**config.mk**
```make
export PLATFORM = sky130hd
export DESIGN_NAME = core_regfile
export DESIGN_NICKNAME = d
export VERILOG_FILES = /design/src/core/core_pkg.sv /design/src/core/core_regfile.sv /design/src/core/core_alu.sv /design/src/core/core_int_arb.sv
export SDC_FILE = /design/constraint.sdc
export NUM_CORES = 2
export LEC_CHECK = 0
export BUFFER_PORTS_ARGS = -buffer_cell sky130_fd_sc_hd__clkbuf_2
export CELL_PAD_IN_SITES_DETAIL_PLACEMENT = 0
export CELL_PAD_IN_SITES_GLOBAL_PLACEMENT = 1
export CORE_MARGIN = 3
export CORE_UTILIZATION = 27
export CTS_CLUSTER_SIZE = 30
export DETAILED_ROUTE_END_ITERATION = 8
export GPL_TIMING_DRIVEN = 0
export PLACE_DENSITY = 0.53
export SLEW_MARGIN = 20
export SYNTH_ARGS = -nofsm -noshare
export SYNTH_HDL_FRONTEND = slang
export SYNTH_SLANG_ARGS = --single-unit
```
**constraint.sdc**
```tcl
create_clock -name clk -period 12.11 [get_ports clk]
set_input_delay 0.6055 -clock clk [delete_from_list [all_inputs] [get_ports clk]]
set_output_delay 0.6055 -clock clk [all_outputs]
set_load 0.1 [all_outputs]
```
**src/core/core_pkg.sv**
```systemverilog
// shared constants for the core register file and data space map
`default_nettype none
package core_pkg;
   localparam int REG_COUNT = 32;
   localparam int DATA_W = 8;
   localparam int PTR_W = 16;
   localparam int IO_COUNT = 64;
   // data space map
   localparam logic [15:0] DS_REG_LAST = 16'h001f;
   localparam logic [15:0] DS_IO_FIRST = 16'h0020;
   localparam logic [15:0] DS_IO_LAST = 16'h005f;
   localparam logic [15:0] DS_SRAM_FIRST = 16'h0060;
   // io offsets
   localparam logic [5:0] IO_STATUS_FLAGS = 6'h3f;
   localparam logic [5:0] IO_SP_HIGH = 6'h3e;
   localparam logic [5:0] IO_SP_LOW = 6'h3d;
   localparam logic [5:0] IO_BIT_LIMIT = 6'h1f;
   // status flag bit positions
   localparam int SF_I = 7;
   localparam int SF_T = 6;
   localparam int SF_H = 5;
   localparam int SF_S = 4;
   localparam int SF_V = 3;
   localparam int SF_N = 2;
   localparam int SF_Z = 1;
   localparam int SF_C = 0;
   // pointer pairs: x at r27:r26, y at r29:r28, z at r31:r30
   localparam logic [4:0] PTR_X_LO = 5'h1a;
   localparam logic [4:0] PTR_Y_LO = 5'h1c;
   localparam logic [4:0] PTR_Z_LO = 5'h1e;
   localparam logic [7:0] STATUS_RESET = 8'h00;
   localparam logic [9:0] SP_RESET = 10'h000;
   localparam int SP_W_DEFAULT = 10;
   localparam int PC_W_DEFAULT = 12;
   localparam int VEC_COUNT_DEFAULT = 17;
   // alu operations
   typedef enum logic [3:0] {
      ALU_PASS = 4'h0, ALU_ADD = 4'h1, ALU_ADC = 4'h2, ALU_SUB = 4'h3,
      ALU_SBC = 4'h4, ALU_AND = 4'h5, ALU_OR = 4'h6, ALU_EOR = 4'h7,
      ALU_COM = 4'h8, ALU_NEG = 4'h9, ALU_INC = 4'ha, ALU_DEC = 4'hb,
      ALU_LSR = 4'hc, ALU_ROR = 4'hd, ALU_ASR = 4'he, ALU_SWAP = 4'hf
   } alu_op_t;
   // operand b source
   typedef enum logic [1:0] {
      SRC_REG = 2'h0, SRC_IMM = 2'h1, SRC_NONE = 2'h2
   } src_t;
endpackage : core_pkg
`default_nettype wire

```
**src/core/core_regfile.sv**
```systemverilog
// working register file, data space decode, stack pointer and status
// Summary of operation
// - thirty-two eight bit working registers, one cycle access
// - two operands read, one alu operation, result written same cycle
// - six registers form three sixteen bit indirect pointers
// - z pointer also addresses program memory constant lookup
// - alu works register-register, register-immediate and single register
// - data addresses 00 to 1f reach the working registers
// - sixty-four io registers, direct or at data 20 to 5f
// - separate buses, next instruction fetched while current executes
// - program words are sixteen bits; instructions one or two words
// - relative jumps and calls reach the whole program space
// - return address pushed to the stack in data sram
// - stack pointer split: high holds top bits, low bits 7..0
// - status bit 7 is the global interrupt enable
// - lowest pending vector address is served first
// - data sram of 256 or 512 bytes, five addressing modes
// - some io flags clear when written one, zero leaves them
// - io bit set and clear rewrite the whole register
// - io bit set and clear reach io 00 to 1f only
`default_nettype none
module core_regfile #(
   parameter int SP_W = core_pkg::SP_W_DEFAULT,
   parameter int PC_W = core_pkg::PC_W_DEFAULT,
   parameter int VEC_COUNT = core_pkg::VEC_COUNT_DEFAULT
) (
   // clock and reset
   input wire logic clk,
   input wire logic rst,
   // alu step from the decoder
   input wire logic alu_en,
   input wire core_pkg::alu_op_t alu_op,
   input wire core_pkg::src_t alu_src,
   input wire logic [4:0] rd_sel,
   input wire logic [4:0] rr_sel,
   input wire logic [7:0] imm,
   // data space access
   input wire logic ds_rd,
   input wire logic ds_wr,
   input wire logic [15:0] ds_addr,
   input wire logic [7:0] ds_wdata,
   output logic [7:0] ds_rdata,
   // pointer selection and post-inc or pre-dec
   input wire logic [1:0] ptr_sel,
   input wire logic ptr_inc,
   input wire logic ptr_dec,
   output logic [15:0] ptr_addr,
   output logic [15:0] const_addr,
   // io bit set or clear
   input wire logic io_bit_set_instr,
   input wire logic io_bit_clear_instr,
   input wire logic [5:0] io_bit_addr,
   input wire logic [2:0] io_bit_num,
   // peripheral io port, status and stack handled here
   output logic periph_wr,
   output logic [5:0] periph_addr,
   output logic [7:0] periph_wdata,
   input wire logic [7:0] periph_rdata,
   input wire logic periph_present,
   // data sram port
   output logic sram_wr,
   output logic [15:0] sram_addr,
   output logic [7:0] sram_wdata,
   input wire logic [7:0] sram_rdata,
   // fetch, call and interrupt
   input wire logic [15:0] prog_word,
   input wire logic fetch_hold,
   input wire logic rel_branch,
   input wire logic [11:0] rel_offset,
   input wire logic call_push,
   input wire logic [VEC_COUNT-1:0] irq_pending,
   output logic [15:0] instr_reg,
   output logic [PC_W-1:0] pc,
   output logic int_taken,
   output logic [4:0] int_vector,
   // state
   output logic [7:0] status_flags,
   output logic [SP_W-1:0] stack_pointer
);
   import core_pkg::*;

   typedef struct packed {
      logic [REG_COUNT-1:0][7:0] regs;
      logic [7:0] status_flags;
      logic [SP_W-1:0] stack_pointer;
      logic [PC_W-1:0] pc;
      logic [15:0] instr_reg;
      logic [7:0] ds_rdata;
   } state_t;

   state_t q;
   state_t d;
   logic [7:0] opa;
   logic [7:0] opb;
   logic [7:0] alu_res;
   logic [5:0] alu_flags;
   logic arb_take;
   logic [4:0] arb_vec;
   logic [15:0] ptr_now;
   logic [4:0] ptr_lo;
   logic [7:0] io_rd;
   logic [7:0] io_mod;
   logic io_bit_ok;
   logic [15:0] ret_pc;

   function automatic logic [4:0] ptr_base(input logic [1:0] sel);
      case (sel)
         2'h0: ptr_base = PTR_X_LO;
         2'h1: ptr_base = PTR_Y_LO;
         default: ptr_base = PTR_Z_LO;
      endcase
   endfunction : ptr_base

   // io read with reserved space and bits returning zero
   function automatic logic [7:0] io_read(input logic [5:0] a,
                                          input state_t s,
                                          input logic [7:0] prd,
                                          input logic pres);
      logic [15:0] spw;
      spw = 16'(s.stack_pointer);
      if (a == IO_STATUS_FLAGS) io_read = s.status_flags;
      else if (a == IO_SP_HIGH) io_read = {6'h00, spw[9:8]};
      else if (a == IO_SP_LOW) io_read = spw[7:0];
      else if (pres) io_read = prd;
      else io_read = 8'h00;
   endfunction : io_read

   // address lies in the io window
   function automatic logic in_io_window(input logic [15:0] a);
      in_io_window = (a >= DS_IO_FIRST) && (a <= DS_IO_LAST);
   endfunction : in_io_window

   // io offset to data address
   function automatic logic [15:0] io_to_ds(input logic [5:0] a);
      io_to_ds = DS_IO_FIRST + 16'(a);
   endfunction : io_to_ds

   // drops upper bits; check the window first
   function automatic logic [5:0] ds_to_io(input logic [15:0] a);
      ds_to_io = 6'(a - DS_IO_FIRST);
   endfunction : ds_to_io

   assign ptr_lo = ptr_base(ptr_sel);
   assign ptr_now = {q.regs[ptr_lo + 5'h01], q.regs[ptr_lo]};
   // pre-decrement addresses the lowered pointer
   assign ptr_addr = ptr_dec ? ptr_now - 16'h0001 : ptr_now;
   assign const_addr = {q.regs[PTR_Z_LO + 5'h01], q.regs[PTR_Z_LO]};

   assign opa = q.regs[rd_sel];
   always_comb begin
      case (alu_src)
         SRC_REG: opb = q.regs[rr_sel];
         SRC_IMM: opb = imm;
         default: opb = 8'h00;
      endcase
   end

   core_alu u_alu (
      .a(opa),
      .b(opb),
      .carry_in(q.status_flags[SF_C]),
      .op(alu_op),
      .result(alu_res),
      .flags(alu_flags)
   );

   core_int_arb #(.VEC_COUNT(VEC_COUNT)) u_arb (
      .pending(irq_pending),
      .global_enable(q.status_flags[SF_I]),
      .take(arb_take),
      .vector(arb_vec)
   );

   // a bit instruction above the lower io half does nothing
   assign io_bit_ok = (io_bit_set_instr | io_bit_clear_instr)
      & (io_bit_addr <= IO_BIT_LIMIT);
   assign io_rd = io_read(io_bit_addr, q, periph_rdata, periph_present);
   // whole register written back, so set flags read as one get cleared
   always_comb begin
      io_mod = io_rd;
      io_mod[io_bit_num] = io_bit_set_instr;
   end

   // one byte per push; the decoder sequences the high byte
   assign ret_pc = 16'(q.pc);

   // peripheral port: data space window, or io bit rewrite
   always_comb begin
      periph_wr = 1'b0;
      periph_addr = 6'h00;
      periph_wdata = 8'h00;
      if (io_bit_ok) begin
         periph_wr = periph_present;
         periph_addr = io_bit_addr;
         periph_wdata = io_mod;
      end else if (ds_wr && in_io_window(ds_addr)) begin
         periph_addr = ds_to_io(ds_addr);
         periph_wr = periph_present;
         periph_wdata = ds_wdata;
      end else if (ds_rd && in_io_window(ds_addr)) begin
         // holes must be seen on reads as well
         periph_addr = ds_to_io(ds_addr);
      end
   end

   // sram port carries both data stores and return address pushes
   always_comb begin
      sram_wr = 1'b0;
      sram_addr = ds_addr;
      sram_wdata = ds_wdata;
      if (call_push || arb_take) begin
         sram_wr = 1'b1;
         sram_addr = 16'(q.stack_pointer);
         sram_wdata = ret_pc[7:0];
      end else if (ds_wr && ds_addr >= DS_SRAM_FIRST) begin
         sram_wr = 1'b1;
      end
   end

   always_comb begin
      logic [15:0] ptr_next;
      logic [15:0] spw;
      ptr_next = 16'h0000;
      spw = 16'h0000;
      d = q;
      // one cycle read, operate, write back
      if (alu_en) begin
         d.regs[rd_sel] = alu_res;
         d.status_flags[SF_H:SF_C] = alu_flags;
      end
      // pointer update after an indirect access
      if (ptr_inc || ptr_dec) begin
         ptr_next = ptr_inc ? ptr_now + 16'h0001 : ptr_now - 16'h0001;
         d.regs[ptr_lo] = ptr_next[7:0];
         d.regs[ptr_lo + 5'h01] = ptr_next[15:8];
      end
      // data space read
      if (ds_rd) begin
         if (ds_addr <= DS_REG_LAST) begin
            d.ds_rdata = q.regs[ds_addr[4:0]];
         end else if (ds_addr <= DS_IO_LAST) begin
            d.ds_rdata = io_read(ds_to_io(ds_addr), q,
                                 periph_rdata, periph_present);
         end else begin
            d.ds_rdata = sram_rdata;
         end
      end
      // data space write to registers, status or stack pointer
      if (ds_wr) begin
         spw = 16'(q.stack_pointer);
         if (ds_addr <= DS_REG_LAST) begin
            d.regs[ds_addr[4:0]] = ds_wdata;
         end else if (ds_addr == io_to_ds(IO_STATUS_FLAGS)) begin
            d.status_flags = ds_wdata;
         end else if (ds_addr == io_to_ds(IO_SP_HIGH)) begin
            spw[9:8] = ds_wdata[1:0];
            d.stack_pointer = SP_W'(spw);
         end else if (ds_addr == io_to_ds(IO_SP_LOW)) begin
            spw[7:0] = ds_wdata;
            d.stack_pointer = SP_W'(spw);
         end
      end
      // return address push, interrupt entry clears global enable
      if (call_push || arb_take) begin
         d.stack_pointer = q.stack_pointer - SP_W'(1);
      end
      // overlap: next word latched while current executes
      if (arb_take) begin
         d.pc = PC_W'(arb_vec);
         d.status_flags[SF_I] = 1'b0;
         d.instr_reg = 16'h0000;
      end else if (rel_branch) begin
         // wraps modulo the program size so every word is reachable
         d.pc = q.pc + PC_W'(rel_offset) + PC_W'(1);
         d.instr_reg = 16'h0000;
      // a held fetch stalls both pc and word
      end else if (!fetch_hold) begin
         d.instr_reg = prog_word;
         d.pc = q.pc + PC_W'(1);
      end
   end

   always_ff @(posedge clk or posedge rst) begin
      if (rst) begin
         q <= '0;
      end else begin
         q <= d;
      end
   end

   assign ds_rdata = q.ds_rdata;
   assign instr_reg = q.instr_reg;
   assign pc = q.pc;
   assign status_flags = q.status_flags;
   assign stack_pointer = q.stack_pointer;
   assign int_taken = arb_take;
   assign int_vector = arb_vec;
endmodule : core_regfile
`default_nettype wire

```
**src/core/core_alu.sv**
```systemverilog
// eight bit alu with status flag generation
`default_nettype none
module core_alu (
   // operands
   input wire logic [7:0] a,
   input wire logic [7:0] b,
   input wire logic carry_in,
   input wire core_pkg::alu_op_t op,
   // result
   output logic [7:0] result,
   output logic [5:0] flags
);
   import core_pkg::*;
   logic [8:0] wide;
   logic h;
   logic v;
   logic c;
   logic upd_c;
   always_comb begin
      wide = 9'h000;
      h = 1'b0;
      v = 1'b0;
      c = 1'b0;
      upd_c = 1'b1;
      case (op)
         ALU_ADD, ALU_ADC: begin
            wide = {1'b0, a} + {1'b0, b} + {8'h00, (op == ALU_ADC) & carry_in};
            h = (a[3] & b[3]) | (b[3] & ~wide[3]) | (~wide[3] & a[3]);
            v = (a[7] & b[7] & ~wide[7]) | (~a[7] & ~b[7] & wide[7]);
            c = wide[8];
         end
         ALU_SUB, ALU_SBC, ALU_NEG: begin
            if (op == ALU_NEG) begin
               wide = 9'h000 - {1'b0, a};
               h = wide[3] | a[3];
               v = (wide[7:0] == 8'h80);
               c = (wide[7:0] != 8'h00);
            end else begin
               wide = {1'b0, a} - {1'b0, b}
                  - {8'h00, (op == ALU_SBC) & carry_in};
               h = (~a[3] & b[3]) | (b[3] & wide[3]) | (wide[3] & ~a[3]);
               v = (a[7] & ~b[7] & ~wide[7]) | (~a[7] & b[7] & wide[7]);
               c = wide[8];
            end
         end
         ALU_AND: begin wide = {1'b0, a & b}; upd_c = 1'b0; end
         ALU_OR: begin wide = {1'b0, a | b}; upd_c = 1'b0; end
         ALU_EOR: begin wide = {1'b0, a ^ b}; upd_c = 1'b0; end
         ALU_COM: begin wide = {1'b0, ~a}; c = 1'b1; end
         ALU_INC: begin
            wide = {1'b0, a + 8'h01};
            v = (a == 8'h7f);
            upd_c = 1'b0;
         end
         ALU_DEC: begin
            wide = {1'b0, a - 8'h01};
            v = (a == 8'h80);
            upd_c = 1'b0;
         end
         ALU_LSR: begin wide = {1'b0, 1'b0, a[7:1]}; c = a[0]; end
         ALU_ROR: begin wide = {1'b0, carry_in, a[7:1]}; c = a[0]; end
         ALU_ASR: begin wide = {1'b0, a[7], a[7:1]}; c = a[0]; end
         ALU_SWAP: begin wide = {1'b0, a[3:0], a[7:4]}; upd_c = 1'b0; end
         default: begin wide = {1'b0, a}; upd_c = 1'b0; end
      endcase
      // shifts derive overflow from the new sign and the shifted-out bit
      if (op == ALU_LSR || op == ALU_ROR || op == ALU_ASR) begin
         v = wide[7] ^ c;
      end
      result = wide[7:0];
      // flags = {h, s, v, n, z, c}; c holds carry_in when unchanged
      flags = {h, wide[7] ^ v, v, wide[7], wide[7:0] == 8'h00,
               upd_c ? c : carry_in};
   end
endmodule : core_alu
`default_nettype wire

```
**src/core/core_int_arb.sv**
```systemverilog
// fixed priority pick of the lowest pending interrupt vector
`default_nettype none
module core_int_arb #(
   parameter int VEC_COUNT = core_pkg::VEC_COUNT_DEFAULT
) (
   // requests, bit 0 is the lowest vector after reset
   input wire logic [VEC_COUNT-1:0] pending,
   input wire logic global_enable,
   // chosen vector
   output logic take,
   output logic [4:0] vector
);
   always_comb begin
      take = 1'b0;
      vector = 5'h00;
      // lowest index wins, so walk downward and let it overwrite
      for (int i = VEC_COUNT - 1; i >= 0; i--) begin
         if (pending[i]) begin
            take = global_enable;
            vector = 5'(i + 1);
         end
      end
   end
endmodule : core_int_arb
`default_nettype wire

```
Word-level counts from Yosys, hierarchy flattened
Index checks and enable logic that the tools add are counted.
- bitwise operators: 38
- reductions and logical operators: 30
- equal/unequal tests: 34
- add/subtract/negate cells: 15
- order comparisons: 16
- multiplexer cells: 109
- operators by type and width (operator ; count):
    $bwmux W256 ; 4
    $mux W256 ; 3
    $mux W274 ; 1
    $bmux W8 S5 ; 5
    $mux W8 ; 24
    $demux W8 S5 ; 4
    $pmux W8 S12 ; 1
    $mux W5 ; 17
    $mux W28 ; 3
    $eq A16 B7 Y1 const B ; 3
    $mux W16 ; 3
    $eq A6 B6 Y1 const B ; 6
    $eq A4 B4 Y1 const B ; 8
    $lt A5 B6 Y1 const B ; 5
    $mux W10 ; 3
    $mux W1 ; 29
    $add A12 B1 Y12 const B ; 2
    $mux W6 ; 4
    $ge A5 B1 Y1 const B ; 4
    $mux W18 ; 1
    $and A1 B1 Y1 ; 17
    $add A16 B1 Y16 const B ; 1
    $eq A4 B3 Y1 const B ; 4
    $eq A8 B8 Y1 const B ; 2
    51 further kinds ; 88
- bits of input ports: 133
- word-level logic and storage cells: 282
- bits in registers: 310

Depth between registers and ports, before layout
- depth after elaboration: 20
- depth in mapped cells: 24

Cells and area by module
From an unflattened synthesis, not the netlist that was laid out.
- cell total of the unflattened synthesis: 3048
- area, all modules: 28108.2 µm²
- modules (own cells, without submodules) (module ; cells an instance ; instances ; area an instance (µm²)):
    core_regfile ; 2634 ; 1 ; 25156.6
    core_alu ; 380 ; 1 ; 2747.6
    core_int_arb ; 34 ; 1 ; 203.9

Worst setup path before layout
Ideal clock, no wire load.
- path kind: input port to flip-flop
- start point: input rr_sel[0]
- end point: register q (netlist bit status_flags[1])
- data arrival time: 6036 ps
- setup slack: 6009 ps
- cell stages on the path: 21
- library setup time: 65 ps
- buffers on the path: 3
- required time: 12045 ps
- cells stage by stage: buf_2 -> clkbuf_1 -> buf_1 -> mux4_2 -> mux4_2 -> nor2b_1 -> a211oi_1 -> a211o_1 -> inv_1 -> fa_1 -> a21o_1 -> a21oi_1 -> fa_1 -> o211ai_1 -> a21oi_1 -> o221a_2 -> o311ai_1 -> o22a_2 -> or4_4 -> nor4b_2 -> o22a_1
- RTL lines (item ; line ; source):
    from (decl) ; core_regfile.sv:35 ; input wire logic [4:0] rr_sel,
    to (signal assigned) ; core_regfile.sv:285 ; q <= '0;
    to (signal assigned) ; core_regfile.sv:287 ; q <= d;
    to (decl) ; core_regfile.sv:91 ; state_t q;

==> flow_summary.ini <==
[outcome]
status = complete, no violations

[worst_setup_path]
r2r_end = q[135]$_DFF_PP0_
cp.arrival_ns = 9.14
reg2reg_from = q[270]$_DFF_PP0_
cp.required_ns = 12.65
crit_fanout = 10
cp-start-kind = primary input
worst-setup-path-type = in2reg
endpoint_kind = register
ff2ff_setup_slack_ns = 4.66
reg2reg_depth = 17

[place]
dpl_cell_area_sq_um = 30380
dp_hpwl_um = 122200
port_buffers = 240
gp_congestion = 1.070
dp_worst_setup_slack_ns = 3.070

[global_route]
grt_use_total = 0.2927
grt_max_degree = 94
grt-ovfl-total = 0
grt_antenna_before_repair = 11
grt_pass1_vias = 26199
grt_pass1_wl_um = 214900

[clock_tree]
cts_buffers = 41
hold_buffers = 0
cts-root-buf = clkbuf_16
cts_tree = yes
post_cts_buffers = 0
cts.clk_slew.worst_paths_ns = 0.06
cts_sinks = 310
ctsResizeCount = 0
clockBufferDepth = 3
htree_levels = 2
clk_latency_ns = 0.62

[die]
ios = 265
fp-row-count = 115
start_util = 0.2748
die_w_um = 323.9
die_area_sq_um = 104900
coreArea_sq_um = 99280
die_h_um = 323.9

[sta]
tightest_slew_ns = 1.260
fin_ws_ns = 3.504
finalSetupTns_ns = 0
hold_violations = 0
finalSetupViolations = 0
fmax_ghz = 0.1162
min_period_ns = 8.606
maxSlewHeadroom = 0.1601
fin_crit_sh = 0.7107
fin_skew_ns = 0.03260
drv_slew = 0
rsz0062_at_grt = false

[final_layout]
mostFrequentLayoutCell = nand2_1
largest_reg_flops = 240
fin_area_sq_um = 31740
synthToLayoutAreaGrowth_pct = 16.32
finalNetCount = 3598
mostFrequentLayoutCells = 362 x nand2_1, 310 x dfrtp_1, 287 x nor2_1
drive_above_1_share = 0.2070
final_core_utilization = 0.3197
fillCellCount = 10688

[power]
ir_drop_mv = 0.1975
report.power.total_mw = 6.201
pwr_density_cell_nw_per_um2 = 195.4
p_leak_nw = 13.91

[detailed_routing]
wl_um = 157800
wire_per_inst_um = 33.39
drtPass1Iterations = 5
viasPerCell = 5.863
first_iter_violations = 3152
via_count = 27705
drc_errors = 0
ant_nets = 0

[logic_synthesis]
synth_warnings = 0
syn_inst = 3109
synth_area_leader_cell = dfrtp_1
syn_area_per_cell_sq_um = 8.777
synth_edf_count = 0
syn_area_sq_um = 27290
synthTopCellsByArea = dfrtp_1 28%, mux4_2 12%, mux2i_1 9.8%
yosys_most_used_dff = dfrtp_1
synth.distinct_cells = 90
async_flop_share = 1.000
synth_top_area_share = 0.2843
ys_seq_area_frac = 0.2843
synth_nets = 3302
synth_seq_cells = 310

[flow_run]
max-cap-violations = 0

[hold_path]
hold_class = in2async
## worst max path at each step
stage | start | endpoint
2_1_floorplan | rst | const_addr[0]$_DFF_PP0_
3_3_place_gp | rst | q[56]$_DFF_PP0_
3_5_place_dp | rr_sel[0] | q[135]$_DFF_PP0_
4_1_cts | rr_sel[0] | q[151]$_DFF_PP0_
5_1_grt | rr_sel[0] | q[143]$_DFF_PP0_
6_report | rr_sel[0] | q[135]$_DFF_PP0_
## synthesized netlist by cell type, types with 58 or more instances
| cell | number |
|---|---|
| a21oi_1 | 286 |
| buf_4 | 82 |
| clkbuf_1 | 168 |
| dfrtp_1 | 310 |
| inv_1 | 65 |
| mux2i_1 | 266 |
| mux4_2 | 144 |
| nand2_1 | 362 |
| nor2_1 | 291 |
| nor3_1 | 72 |
| o211ai_1 | 58 |
| o21ai_0 | 137 |
| o22ai_1 | 83 |
## per-layer routing
metal  vias up  global-route usage  wire, um
li1      12026                   -         -
met1     13969              0.3992     67130
met2      1385              0.4412     68480
met3       321             0.06308     13560
met4         4              0.1374      8587
met5         -                   0        29
## critical path, stage by stage
cell	delay (ns)
buf_2	0.40
clkbuf_1	0.64
buf_1	0.78
mux4_2	0.70
mux4_2	0.55
nor2b_1	0.16
a211oi_1	0.35
a211o_1	0.28
inv_1	0.11
fa_1	0.45
inv_1	0.10
fa_1	0.39
maj3_1	0.37
o21ai_0	0.21
a22oi_1	0.10
o21ai_0	0.19
o32a_1	0.65
clkbuf_1	0.70
clkbuf_1	0.97
mux2i_1	0.18
a21oi_1	0.19
## metrics by stage
stage | hold slack, ns | instances
2_1_floorplan | 0.4744 | 3109
3_3_place_gp | 0.4913 | 4636
5_1_grt | 0.03925 | 4722
3_5_place_dp | 0.4921 | 4649
6_report | 0.01117 | 4725
4_1_cts | 0.01369 | 4722
## cells by family (layout without fill, tap and decap cells)
logic type	after synthesis	after routing	synth area share
flops	310	310	0.2843
other cells	0	3	0
simple gates	964	964	0.1625
compound gates	859	859	0.1991
buf+inv	407	733	0.07268
xor+xnor	58	58	0.01862
fa+ha+maj	61	61	0.02981
mux	450	450	0.2329
## cell type report
cell class                      instances  area (sq um)  area share
Antenna cell                            3         7.507   0.0002365
Inverter                               67         259.0    0.008160
Multi-Input combinational cell       2392         17620      0.5552
Sequential cell                       310          7757      0.2444
Timing Repair Buffer                  253          1381     0.04352
Clock inverter                         14         160.2    0.005046
Clock buffer                           59          1184     0.03729
Buffer                                340          1759     0.05543
Tap cell                             1287          1610     0.05074
## power breakdown
group	internal, mW	switching, mW	total (mW)
clock network	0.709	0.548	1.26
registers	1.30	0.543	1.85
logic	0.984	2.11	3.10
total	3.00	3.21	6.20
(Power assumes the default switching activity.)
